`src/rtl/sdli_pkg.sv`:
```
// Shared constants and carrier types for the safety indicator lamp block.
// Assumes a single 25 MHz clock and an active-high asynchronous reset.
package sdli_pkg;

  // Clock rate in hertz.
  localparam int unsigned CLK_HZ = 25_000_000;

  // Flash half-period in milliseconds, and its length in clock cycles.
  localparam int unsigned FLASH_HALF_MS = 250;
  localparam int unsigned FLASH_HALF_CYC = (CLK_HZ / 1000) * FLASH_HALF_MS;

  // Least quiet time in milliseconds before outputs may return after an interlock.
  localparam int unsigned QUIET_MS = 1000;
  localparam int unsigned QUIET_CYC = (CLK_HZ / 1000) * QUIET_MS;

  // Number of safety-related input terminals and selector width.
  localparam int unsigned N_IN = 2;
  localparam int unsigned SEL_W = 8;

  // Width of the flash and quiet timer counters.
  localparam int unsigned CNT_W = 25;

  // Error and alert event flags raised by the surrounding safety logic.
  typedef struct packed {
    logic              supply_err;
    logic              general_err;
    logic              output_err;
    logic              ext_output_err;
    logic              start_cross;
    logic [N_IN-1:0]   input_cross;
    logic              sync_alert;
    logic              interlock_alert;
  } sdli_event_s;

  // Lamp drive group.
  typedef struct packed {
    logic            power;
    logic            state;
    logic            start;
    logic            error;
    logic [N_IN-1:0] inputs;
  } sdli_lamp_s;

  // Operating mode of the latched safe state.
  typedef enum logic [1:0] {
    SDLI_RUN,
    SDLI_ALERT,
    SDLI_LOCKED
  } sdli_mode_e;

endpackage

```
`src/rtl/sdli_sync.sv`:
```
// Two-flop synchroniser for a vector of pin levels.
// Assumes the pins are asynchronous to i_clock.
module sdli_sync #(
  parameter int unsigned W = 1
) (
  input  wire logic         i_clock,
  input  wire logic         i_rst,
  input  wire logic [W-1:0] i_async,
  output logic      [W-1:0] o_sync
);

  // First stage, read only by the second stage.
  logic [W-1:0] meta_q;

  // Both stages clear to zero under reset.
  always_ff @(posedge i_clock or posedge i_rst) begin
    if (i_rst) begin
      meta_q <= '0;
      o_sync <= '0;
    end else begin
      meta_q <= i_async;
      o_sync <= meta_q;
    end
  end

endmodule

```
`src/rtl/sdli_top.sv`:
```
// Indicator lamp driver and safe-state latch for a safety relay module.
// Assumes event flags come from logic on i_clock; pins and selectors are asynchronous.
//
// Function
// - State lamp follows safety output activation.
// - Start lamp off, on, or flashing when waiting.
// - Each input lamp follows its input terminal.
// - Alert enters safe state, flashes error lamp.
// - Alert clears itself when cause is gone.
// - Sync timeout flashes input lamps alternately.
// - Interlock flashes inputs together; needs 1 s quiet.
// - Detected error latches safe state until power cycle.
// - Steady error lamp errors, flashing error lamp alerts.
// - Start cross circuit: steady error, flashing start.
// - Selector change while powered is configuration error.
module sdli_top (
  input  wire logic                      i_clock,
  input  wire logic                      i_rst,
  input  wire logic                      i_out_active,
  input  wire logic                      i_start_met,
  input  wire logic                      i_start_wait,
  input  wire logic [sdli_pkg::N_IN-1:0] i_in_pins,
  input  wire logic [sdli_pkg::SEL_W-1:0] i_selector,
  input  wire sdli_pkg::sdli_event_s     i_event,
  output logic                           o_safe_state,
  output logic                           o_outputs_allowed,
  output logic                           o_config_err,
  output logic [sdli_pkg::SEL_W-1:0]     o_active_sel,
  output sdli_pkg::sdli_lamp_s           o_lamp
);

  ////////////////////////////////////////////////////////////////////////////
  // Input synchronisation.

  // Synchronised input terminals and selector.
  logic [sdli_pkg::N_IN-1:0]  in_s;
  logic [sdli_pkg::SEL_W-1:0] sel_s;

  sdli_sync #(.W(sdli_pkg::N_IN + sdli_pkg::SEL_W)) u_sync (
    .i_clock (i_clock),
    .i_rst   (i_rst),
    .i_async ({i_in_pins, i_selector}),
    .o_sync  ({in_s, sel_s})
  );

  ////////////////////////////////////////////////////////////////////////////
  // Flash timebase.

  // Half-period counter and flash phase.
  logic [sdli_pkg::CNT_W-1:0] fl_cnt_q, fl_cnt_d;
  logic                       phase_q, phase_d;

  // Next values of the flash timebase.
  always_comb begin
    fl_cnt_d = fl_cnt_q + 1'b1;
    phase_d  = phase_q;
    if (fl_cnt_q == sdli_pkg::CNT_W'(sdli_pkg::FLASH_HALF_CYC - 1)) begin
      fl_cnt_d = '0;
      phase_d  = ~phase_q;
    end
  end

  // Register the flash timebase.
  always_ff @(posedge i_clock or posedge i_rst) begin
    if (i_rst) begin
      fl_cnt_q <= '0;
      phase_q  <= 1'b0;
    end else begin
      fl_cnt_q <= fl_cnt_d;
      phase_q  <= phase_d;
    end
  end

  ////////////////////////////////////////////////////////////////////////////
  // Selector capture and configuration check.

  // Captured selector, capture flag and sticky configuration error.
  logic [sdli_pkg::SEL_W-1:0] sel_q, sel_d;
  logic                       cap_q, cap_d;
  logic                       cfg_q, cfg_d;
  logic [1:0]                 warm_q, warm_d;  // One fill flag per synchroniser stage.

  // The selector is caught once the synchroniser holds real pin levels, so the
  // reset zeros in its stages are never mistaken for a selector move.
  always_comb begin
    sel_d  = sel_q;
    warm_d = {warm_q[0], 1'b1};
    cap_d  = cap_q | warm_q[1];
    cfg_d  = cfg_q;
    if (!cap_q) begin
      sel_d = sel_s;
    end else if (sel_s != sel_q) begin
      cfg_d = 1'b1;
    end
  end

  // Register the selector state.
  always_ff @(posedge i_clock or posedge i_rst) begin
    if (i_rst) begin
      sel_q  <= '0;
      warm_q <= '0;
      cap_q  <= 1'b0;
      cfg_q  <= 1'b0;
    end else begin
      sel_q  <= sel_d;
      warm_q <= warm_d;
      cap_q  <= cap_d;
      cfg_q  <= cfg_d;
    end
  end

  ////////////////////////////////////////////////////////////////////////////
  // Safe-state mode and interlock quiet timer.

  // Any detected error; these latch until reset.
  logic det_err;
  assign det_err = i_event.supply_err | i_event.general_err | i_event.output_err
                 | i_event.ext_output_err | i_event.start_cross
                 | (|i_event.input_cross) | cfg_q;

  // Alert currently present.
  logic alert;
  assign alert = i_event.sync_alert | i_event.interlock_alert;

  // Mode, latched error kind, interlock pending and quiet counter.
  sdli_pkg::sdli_mode_e       mode_q, mode_d;
  sdli_pkg::sdli_event_s      err_q, err_d;
  logic                       cfg_seen_q, cfg_seen_d;
  logic                       ilk_q, ilk_d;
  logic [sdli_pkg::CNT_W-1:0] qt_q, qt_d;

  // Mode transitions; a detected error wins over everything and never leaves.
  always_comb begin
    mode_d     = mode_q;
    err_d      = err_q;
    cfg_seen_d = cfg_seen_q;
    ilk_d      = ilk_q | i_event.interlock_alert;
    qt_d       = qt_q;
    // Quiet timer runs only while both inputs are deactivated.
    if (|in_s || i_event.interlock_alert) begin
      qt_d = '0;
    end else if (qt_q != sdli_pkg::CNT_W'(sdli_pkg::QUIET_CYC)) begin
      qt_d = qt_q + 1'b1;
    end
    if (ilk_q && !i_event.interlock_alert
        && qt_q == sdli_pkg::CNT_W'(sdli_pkg::QUIET_CYC)) begin
      ilk_d = 1'b0;
    end
    unique case (mode_q)
      sdli_pkg::SDLI_RUN, sdli_pkg::SDLI_ALERT: begin
        if (det_err) begin
          mode_d     = sdli_pkg::SDLI_LOCKED;
          err_d      = i_event;
          cfg_seen_d = cfg_q;
        end else if (alert || ilk_d) begin
          mode_d = sdli_pkg::SDLI_ALERT;
        end else begin
          mode_d = sdli_pkg::SDLI_RUN;
        end
      end
      sdli_pkg::SDLI_LOCKED: begin
        mode_d     = sdli_pkg::SDLI_LOCKED;
        err_d      = err_q | i_event;
        cfg_seen_d = cfg_seen_q | cfg_q;
      end
      default: begin
        mode_d = sdli_pkg::SDLI_LOCKED;
      end
    endcase
  end

  // Register the mode state.
  always_ff @(posedge i_clock or posedge i_rst) begin
    if (i_rst) begin
      mode_q     <= sdli_pkg::SDLI_RUN;
      err_q      <= '0;
      cfg_seen_q <= 1'b0;
      ilk_q      <= 1'b0;
      qt_q       <= '0;
    end else begin
      mode_q     <= mode_d;
      err_q      <= err_d;
      cfg_seen_q <= cfg_seen_d;
      ilk_q      <= ilk_d;
      qt_q       <= qt_d;
    end
  end

  ////////////////////////////////////////////////////////////////////////////
  // Lamp pattern selection.

  // Next lamp pattern and outputs.
  sdli_pkg::sdli_lamp_s lamp_d;
  logic                 safe_d;

  // Errors take the lamps over; alerts overlay a flashing error lamp.
  always_comb begin
    lamp_d        = '0;
    lamp_d.power  = 1'b1;
    lamp_d.state  = i_out_active & (mode_q == sdli_pkg::SDLI_RUN);
    lamp_d.start  = i_start_met | (i_start_wait & phase_q);
    lamp_d.inputs = in_s;
    safe_d        = (mode_q != sdli_pkg::SDLI_RUN);
    if (mode_q == sdli_pkg::SDLI_LOCKED) begin
      lamp_d.error  = 1'b1;
      lamp_d.state  = 1'b0;
      lamp_d.start  = 1'b0;
      lamp_d.inputs = '0;
      if (cfg_seen_q) begin
        lamp_d.state  = 1'b1;
        lamp_d.start  = 1'b1;
        lamp_d.inputs = '1;
      end else if (err_q.general_err) begin
        lamp_d.state  = phase_q;
        lamp_d.start  = phase_q;
        lamp_d.inputs = {sdli_pkg::N_IN{phase_q}};
      end else if (err_q.supply_err) begin
        lamp_d.power = phase_q;
      end else if (err_q.output_err) begin
        lamp_d.state = phase_q;
      end else if (err_q.ext_output_err) begin
        lamp_d.state = phase_q;
        lamp_d.start = phase_q;
      end else if (err_q.start_cross) begin
        lamp_d.start = phase_q;
      end else begin
        lamp_d.inputs = err_q.input_cross & {sdli_pkg::N_IN{phase_q}};
      end
    end else if (mode_q == sdli_pkg::SDLI_ALERT) begin
      lamp_d.error = phase_q;
      if (i_event.sync_alert) begin
        lamp_d.inputs = {phase_q, ~phase_q};
      end else begin
        lamp_d.inputs = {sdli_pkg::N_IN{phase_q}};
      end
    end
  end

  // Register every output.
  always_ff @(posedge i_clock or posedge i_rst) begin
    if (i_rst) begin
      o_lamp            <= '0;
      o_safe_state      <= 1'b1;
      o_outputs_allowed <= 1'b0;
      o_config_err      <= 1'b0;
      o_active_sel      <= '0;
    end else begin
      o_lamp            <= lamp_d;
      o_safe_state      <= safe_d;
      o_outputs_allowed <= ~safe_d;
      o_config_err      <= cfg_q;
      o_active_sel      <= sel_q;
    end
  end

  ////////////////////////////////////////////////////////////////////////////
  // Checks.

  chk_lock_holds: assert property (@(posedge i_clock) disable iff (i_rst)
    mode_q == sdli_pkg::SDLI_LOCKED |=> mode_q == sdli_pkg::SDLI_LOCKED)
    else $error("locked safe state was released");
  chk_lock_error_lamp: assert property (@(posedge i_clock) disable iff (i_rst)
    mode_q == sdli_pkg::SDLI_LOCKED |=> o_lamp.error)
    else $error("error lamp not steady in locked state");
  chk_alert_safe: assert property (@(posedge i_clock) disable iff (i_rst)
    mode_q == sdli_pkg::SDLI_ALERT |=> o_safe_state && !o_outputs_allowed)
    else $error("alert did not force safe state");
  chk_alert_flash: assert property (@(posedge i_clock) disable iff (i_rst)
    mode_q == sdli_pkg::SDLI_ALERT |=> o_lamp.error == $past(phase_q))
    else $error("error lamp not flashing on alert");
  chk_alert_clears: assert property (@(posedge i_clock) disable iff (i_rst)
    mode_q == sdli_pkg::SDLI_ALERT && !alert && !ilk_d && !det_err
    |=> mode_q == sdli_pkg::SDLI_RUN)
    else $error("alert did not clear");
  chk_sync_alt: assert property (@(posedge i_clock) disable iff (i_rst)
    mode_q == sdli_pkg::SDLI_ALERT && i_event.sync_alert
    |=> o_lamp.inputs[0] != o_lamp.inputs[1])
    else $error("sync alert lamps not alternate");
  chk_ilk_quiet: assert property (@(posedge i_clock) disable iff (i_rst)
    ilk_q && qt_q != sdli_pkg::CNT_W'(sdli_pkg::QUIET_CYC) |=> ilk_q)
    else $error("interlock released before quiet time");
  chk_state_lamp: assert property (@(posedge i_clock) disable iff (i_rst)
    mode_q == sdli_pkg::SDLI_RUN |=> o_lamp.state == $past(i_out_active))
    else $error("state lamp mismatch");
  chk_cfg_sticky: assert property (@(posedge i_clock) disable iff (i_rst)
    cap_q && sel_s != sel_q |=> cfg_q ##1 mode_q == sdli_pkg::SDLI_LOCKED)
    else $error("selector change not flagged");

  cov_alert: cover property (@(posedge i_clock) mode_q == sdli_pkg::SDLI_ALERT);
  cov_lock: cover property (@(posedge i_clock) mode_q == sdli_pkg::SDLI_LOCKED);
  cov_ilk_release: cover property (@(posedge i_clock) ilk_q ##1 !ilk_q);

endmodule

```
`config.mk`:
```
export PLATFORM = sky130hd
export DESIGN_NAME = sdli_top
export DESIGN_NICKNAME = d
export VERILOG_FILES = /design/src/rtl/sdli_pkg.sv /design/src/rtl/sdli_sync.sv /design/src/rtl/sdli_top.sv
export SDC_FILE = /design/constraint.sdc
export NUM_CORES = 1
export LEC_CHECK = 0
export ABC_AREA = 1
export ABC_CLOCK_PERIOD_IN_PS = 7200
export BUFFER_PORTS_ARGS = -buffer_cell sky130_fd_sc_hd__buf_2
export CORE_MARGIN = 3
export CORE_UTILIZATION = 40
export CTS_BUF_LIST = sky130_fd_sc_hd__clkbuf_8
export CTS_CLUSTER_DIAMETER = 40
export DETAILED_ROUTE_END_ITERATION = 16
export PLACE_DENSITY_LB_ADDON = 0.1
export SLEW_MARGIN = 20
export SYNTH_ARGS = -nofsm -noshare
export SYNTH_HDL_FRONTEND = slang
export SYNTH_SLANG_ARGS = --single-unit
export TNS_END_PERCENT = 50
```
`constraint.sdc`:
```
create_clock -name i_clock -period 7.2 [get_ports i_clock]
set_input_delay 1.44 -clock i_clock [delete_from_list [all_inputs] [get_ports i_clock]]
set_output_delay 1.44 -clock i_clock [all_outputs]
set_load 0.005 [all_outputs]
```
# [After elaboration in Yosys (flattened, before gate mapping)]
# Index checks and enable logic that the tools add are counted.
[word_totals] rom_bits=0 in_bits=24 reg_bits=113 wordCells=101 mem_bits_rw=0 mem_count=0 latchBits=0 output_inout_bits=17
[classes] mux=32 bitwise=17 n_reduce_logical=14 magnitude_cmp=0 add_sub_neg=2 n_eq_ne=7 n_mul=0 shifts=0 n_div=0
[op_table] op="2-to-1 mux 25 bit" count=3
[op_table] op="adder 25 x 1 -> 25 bit (second input constant)" count=2
[op_table] op="== test 25 x 23 -> 1 bit (second input constant)" count=1
[op_table] op="== test 25 bit (second input constant)" count=1
[op_table] op="!= test 25 bit (second input constant)" count=1
[op_table] op="2-to-1 mux 2 bit" count=11
[op_table] op="case mux 9 bit (2 select lines)" count=1
[op_table] op="2-to-1 mux 1 bit" count=12
[op_table] op="OR 1 bit" count=11
[op_table] op="2-to-1 mux 3 bit" count=3
[op_table] op="2-to-1 mux 9 bit" count=1
[op_table] op="OR 9 bit" count=1
[op_table] op="!= test 8 bit" count=1
[op_table] op="nonzero test 2 bit" count=3
[op_table] op="OR reduction 2 bit" count=3
[op_table] op="AND reduction 2 bit" count=2
[op_table] op="AND 1 bit" count=2
[op_table] op="AND 2 bit" count=1
[op_table] op="== test 2 x 1 -> 1 bit (second input constant)" count=1
[op_table] op="== test 2 bit (second input constant)" count=1
[op_table] op="logical AND 1 bit" count=2
[op_table] op="zero test 2 bit" count=1
[op_table] op="logical OR 1 bit" count=2
[op_table] op="!= test 2 bit (second input constant)" count=1
[op_table] op="3 further kinds" count=4

# [Logic depth before layout (Yosys ltp)]
[logic_depth] depth_word=8 ltp_mapped=11 ltp_nobuf=11

# [Hierarchy]
# A second synthesis with hierarchy kept.
[hier_totals] hier_cells=593 hier_area_um2=5024.8
[by_module_without_submodules] mod="sdli_top" cells_each=572 seq_area_each_um2=2278.4 instances=1 area_each_um2=4520.6
[by_module_without_submodules] mod="sdli_sync" cells_each=21 seq_area_each_um2=500.5 instances=1 area_each_um2=504.2

# [Worst setup path after synthesis]
# No wires, ideal clock.
[synth_timing] kind="input to register" start="input i_event[0] (netlist name)" end="register qt_q[0] (netlist name)" path_buffers=1 setup_time_ps=86 slack_ps=4958 arrival_ps=2156 t_required_ps=7114 cell_stages=4 cell_sequence="nor3_1 > inv_1 > buf_2 > nor3_1"
[synth_via] elab_chain_cells=2 word_cells_on_any_way=3 cone_classes="mux (1); reduce/logical (2)"
[synth_lines] item="from (decl)" line="sdli_top.sv:24" source="input wire sdli_pkg::sdli_event_s i_event,"
[synth_lines] item="logical OR 1 bit (*)" line="sdli_top.sv:140" source="if (|in_s || i_event.interlock_alert) begin"
[synth_lines] item="2-to-1 mux 25 bit / nonzero test 2 bit (equally long branches)"
[synth_lines] item="to (signal assigned)" line="sdli_top.sv:185" source="qt_q <= qt_d;"
[synth_lines] item="to (decl)" line="sdli_top.sv:130" source="logic [sdli_pkg::CNT_W-1:0] qt_q, qt_d;"
# Mark *: on every way between the ends. The rest lies on a longest branch, timed or not.
# A chain may end at the register's enable or synchronous reset.

# [Worst setup path in the final report]
[layout_timing] start="register o_safe_state" end="output o_safe_state"
[layout_lines] item="from (decl)" line="sdli_top.sv:25" source="output logic o_safe_state,"
[layout_lines] item="from (signal assigned)" line="sdli_top.sv:243" source="o_safe_state <= 1'b1;"
[layout_lines] item="from (signal assigned)" line="sdli_top.sv:249" source="o_safe_state <= safe_d;"
# No word-level cell between the ends.

==> results by group <==
Power
  • Pwr dens: 187 nW/µm²
  • Total power: 1.08 mW
  • P_leak: 2.71 nW
  • Peak supply drop: 0.145 mV

Synthesis
  • Asr flop ratio synth: 1.00
  • Count of cell types in the netlist: 34
  • Seq/Total Area, Yosys: 0.541
  • Syn_nets: 627
  • Most used DFF post-synth: dfrtp_1
  • Post-Synth XOR/XNOR Area: 0.0409
  • Synthesized flop and latch total: 111
  • Mean Syn Cell Area: 8.56 µm²
  • Synth Area in Adders: 0.00731
  • Syn Inst Count: 600
  • Synthesized area: 5140 µm²
  • Yosys synthesis warning count: 0
  • Compound-Gate Fraction of Synth Area: 0.0448
  • Post-synthesis simple-gate area fraction: 0.281
  • Largest family of logic cells by synthesized area: simple AND/OR/NAND/NOR gates
  • Fraction of synthesized area in multiplexers: 0.0132
  • EDFF count, synth: 0

Floorplanning
  • # rows: 40
  • Core Region: 12,300 µm²
  • Starting Density: 0.419
  • DIE HEIGHT: 119 µm
  • Die width: 119 µm
  • Die Area: 14,200 µm²
  • IO Count: 41

Min path
  • Tightest Hold Check Type: flip-flop to flip-flop
  • WHS Endpoint: warm_q[1]
  • Hold depth: 0
  • Hold path startpoint: warm_q[0]

Layout
  • Layout area overhead: 12.3%
  • Core Util, Final: 0.470
  • NumNets Final: 677
  • ANT cells: 0
  • Layout cell share with drive strength beyond 1: 0.162

GRT
  • Number of global-route vias before repair: 3,741
  • Gr usage total: 0.152
  • Initial antenna violation count: 0
  • Largest net degree at the start of global routing: 83
  • First-pass GRT wire length: 17,400 µm
  • GRT overflow: 0

Clock tree
  • Insertion delay to the later sink of the worst-skew pair: 0.40 ns
  • Clock root buffer: clkbuf_8
  • H-tree Lvls: 3
  • TritonCTS Sinks: 111
  • Post-CTS Resized: 0
  • Maximum root-to-sink buffer count: 2
  • Clk slew on worst S/H paths: 0.11 ns
  • Hold Buf Count CTS: 0
  • CTS Buf Count: 9
  • CTS tree: done
  • Post-CTS Setup Repair Bufs: 0

Setup path
  • Reg2reg start: fl_cnt_q[0]
  • Worst r2r dst: fl_cnt_q[22]
  • Critical Path Stages: 1
  • CP delay by family, top: flip-flops
  • Worst-path cell chain: buf_2
  • Worst reg2reg path depth: 6
  • Crit Path Category: flip-flop to primary output
  • Slowest cell on the critical path: dfstp_2
  • WP data arrival: 1.01 ns
  • Worst path bufs/invs: 1
  • Setup crit start kind: flip-flop
  • CP max FO: 1
  • CP endpoint kind: primary output
  • CP peak stage delay: 0.52 ns
  • Worst Path Required: 5.76 ns
  • R2r setup slk: 5.51 ns

Timing
  • Final min period: 2.45 ns
  • RSZ-0062 raised after global routing: false
  • Worst Clk Skew: 0.0200 ns
  • Fin. max-slew vios: 0
  • Final Cycle Share: 0.340
  • Worst slew pin tran: 0.744 ns
  • Slew HR: 0.504
  • Setup violators final: 0
  • Achievable frequency: 408 MHz
  • Setup_tns: 0 ns
  • Final hold viol count: 0

Routing
  • Remaining antenna violation count: 0
  • Routed wire length per instance: 12.0 µm
  • Drt pass-1 iters: 4
  • Post-Route WL: 9860 µm
  • Total number of vias: 3,792
  • Via density: 4.61
  • Starting DRC count in detailed routing: 196
  • DRC Markers: 0

Place
  • Final GP Congestion: 0.862
  • Dpl hpwl: 7220 µm
  • IO Port Bufs: 40

Outcome
  • Status: finished, final reports clean

Flow run
  • Maxcap violations: 0
==> flip-flops by register name (all words and copies together), names as in the netlist, 6 cells and up <==
register	flops
qt_q	25
u_sync.meta_q	10
sel_q	8
err_q	7
o_lamp	6
fl_cnt_q	25
o_active_sel	8
u_sync.o_sync	10
==> cell families after synthesis <==
kind of cell               Yosys count
adders and majority gates            3
muxes                                6
xor gates and xnor gates            24
and+or+nand+nor                    314
AOI/OAI and AO/OA                   44
DFF                                111
other                                1
buffers and inverters               97
==> worst max path at each step <==
stage | start | endpoint
detailed placement | i_rst | qt_q[18]
global route | o_safe_state | o_safe_state
global placement | i_rst | u_sync.meta_q[0]
CTS | o_safe_state | o_safe_state
floorplan | i_rst | cap_q
finish | o_safe_state | o_safe_state
==> power breakdown <==
group / switching, mW / internal (mW)
logic: 0.0254 / 0.0195
registers: 0.00962 / 0.641
clock network: 0.243 / 0.139
total: 0.278 / 0.800
==> cell type report <==
cell class | instances | area [µm²]
tap | 168 | 210
clock inverter | 7 | 90.1
inverter | 94 | 355
timing repair buffer | 42 | 219
multi-input combinational | 392 | 1990
clock buffer | 9 | 124
fill | 1220 | 6490
sequential | 111 | 2780
==> synth_stat cells (7+ instances only) <==
cell / count / area (µm²)
a21oi_1: 15 / 75.1
nor2_1: 100 / 375
inv_1: 87 / 327
nor3_1: 15 / 75.1
nand2_2: 7 / 43.8
xor2_1: 18 / 158
nand2_1: 123 / 462
o21ai_0: 21 / 105
nor2_2: 8 / 50.1
nand4_1: 11 / 68.8
dfrtp_1: 110 / 2750
inv_2: 7 / 26.3
nand3_1: 29 / 145
==> metal layers <==
metal,vias to the layer above,global-route usage,wire (µm)
li1,1954,-,-
met1,1751,0.206,4780
met2,71,0.236,4470
met3,16,0.0389,432
met4,0,0.0565,177
met5,-,0,0
==> metrics by stage <==
step           setup WS, ns  area, µm²  std cells  hold WS, ns
6_report               4.75       5770        823        0.358
5_1_grt                4.70       5770        823        0.357
4_1_cts                4.72       5760        823        0.361
3_5_place_dp           4.28       5550        807        0.335
3_3_place_gp           4.31       5550        807        0.332
2_1_floorplan          2.83       5140        600        0.331
==> cell usage in the layout, fill, tap and decap left out, types with 7 or more instances in the layout <==
cell type and count:
inv_1 86, dfrtp_1 110, inv_2 7, clkbuf_8 9, a21oi_1 15, buf_2 40, nor2_2 8, nand4_1 11
nor2_1 100, xor2_1 18, nand2_1 123, nand3_1 29, o21ai_0 21, nor3_1 15, nand2_2 7
No activity file was read; power rests on OpenSTA's default activity.
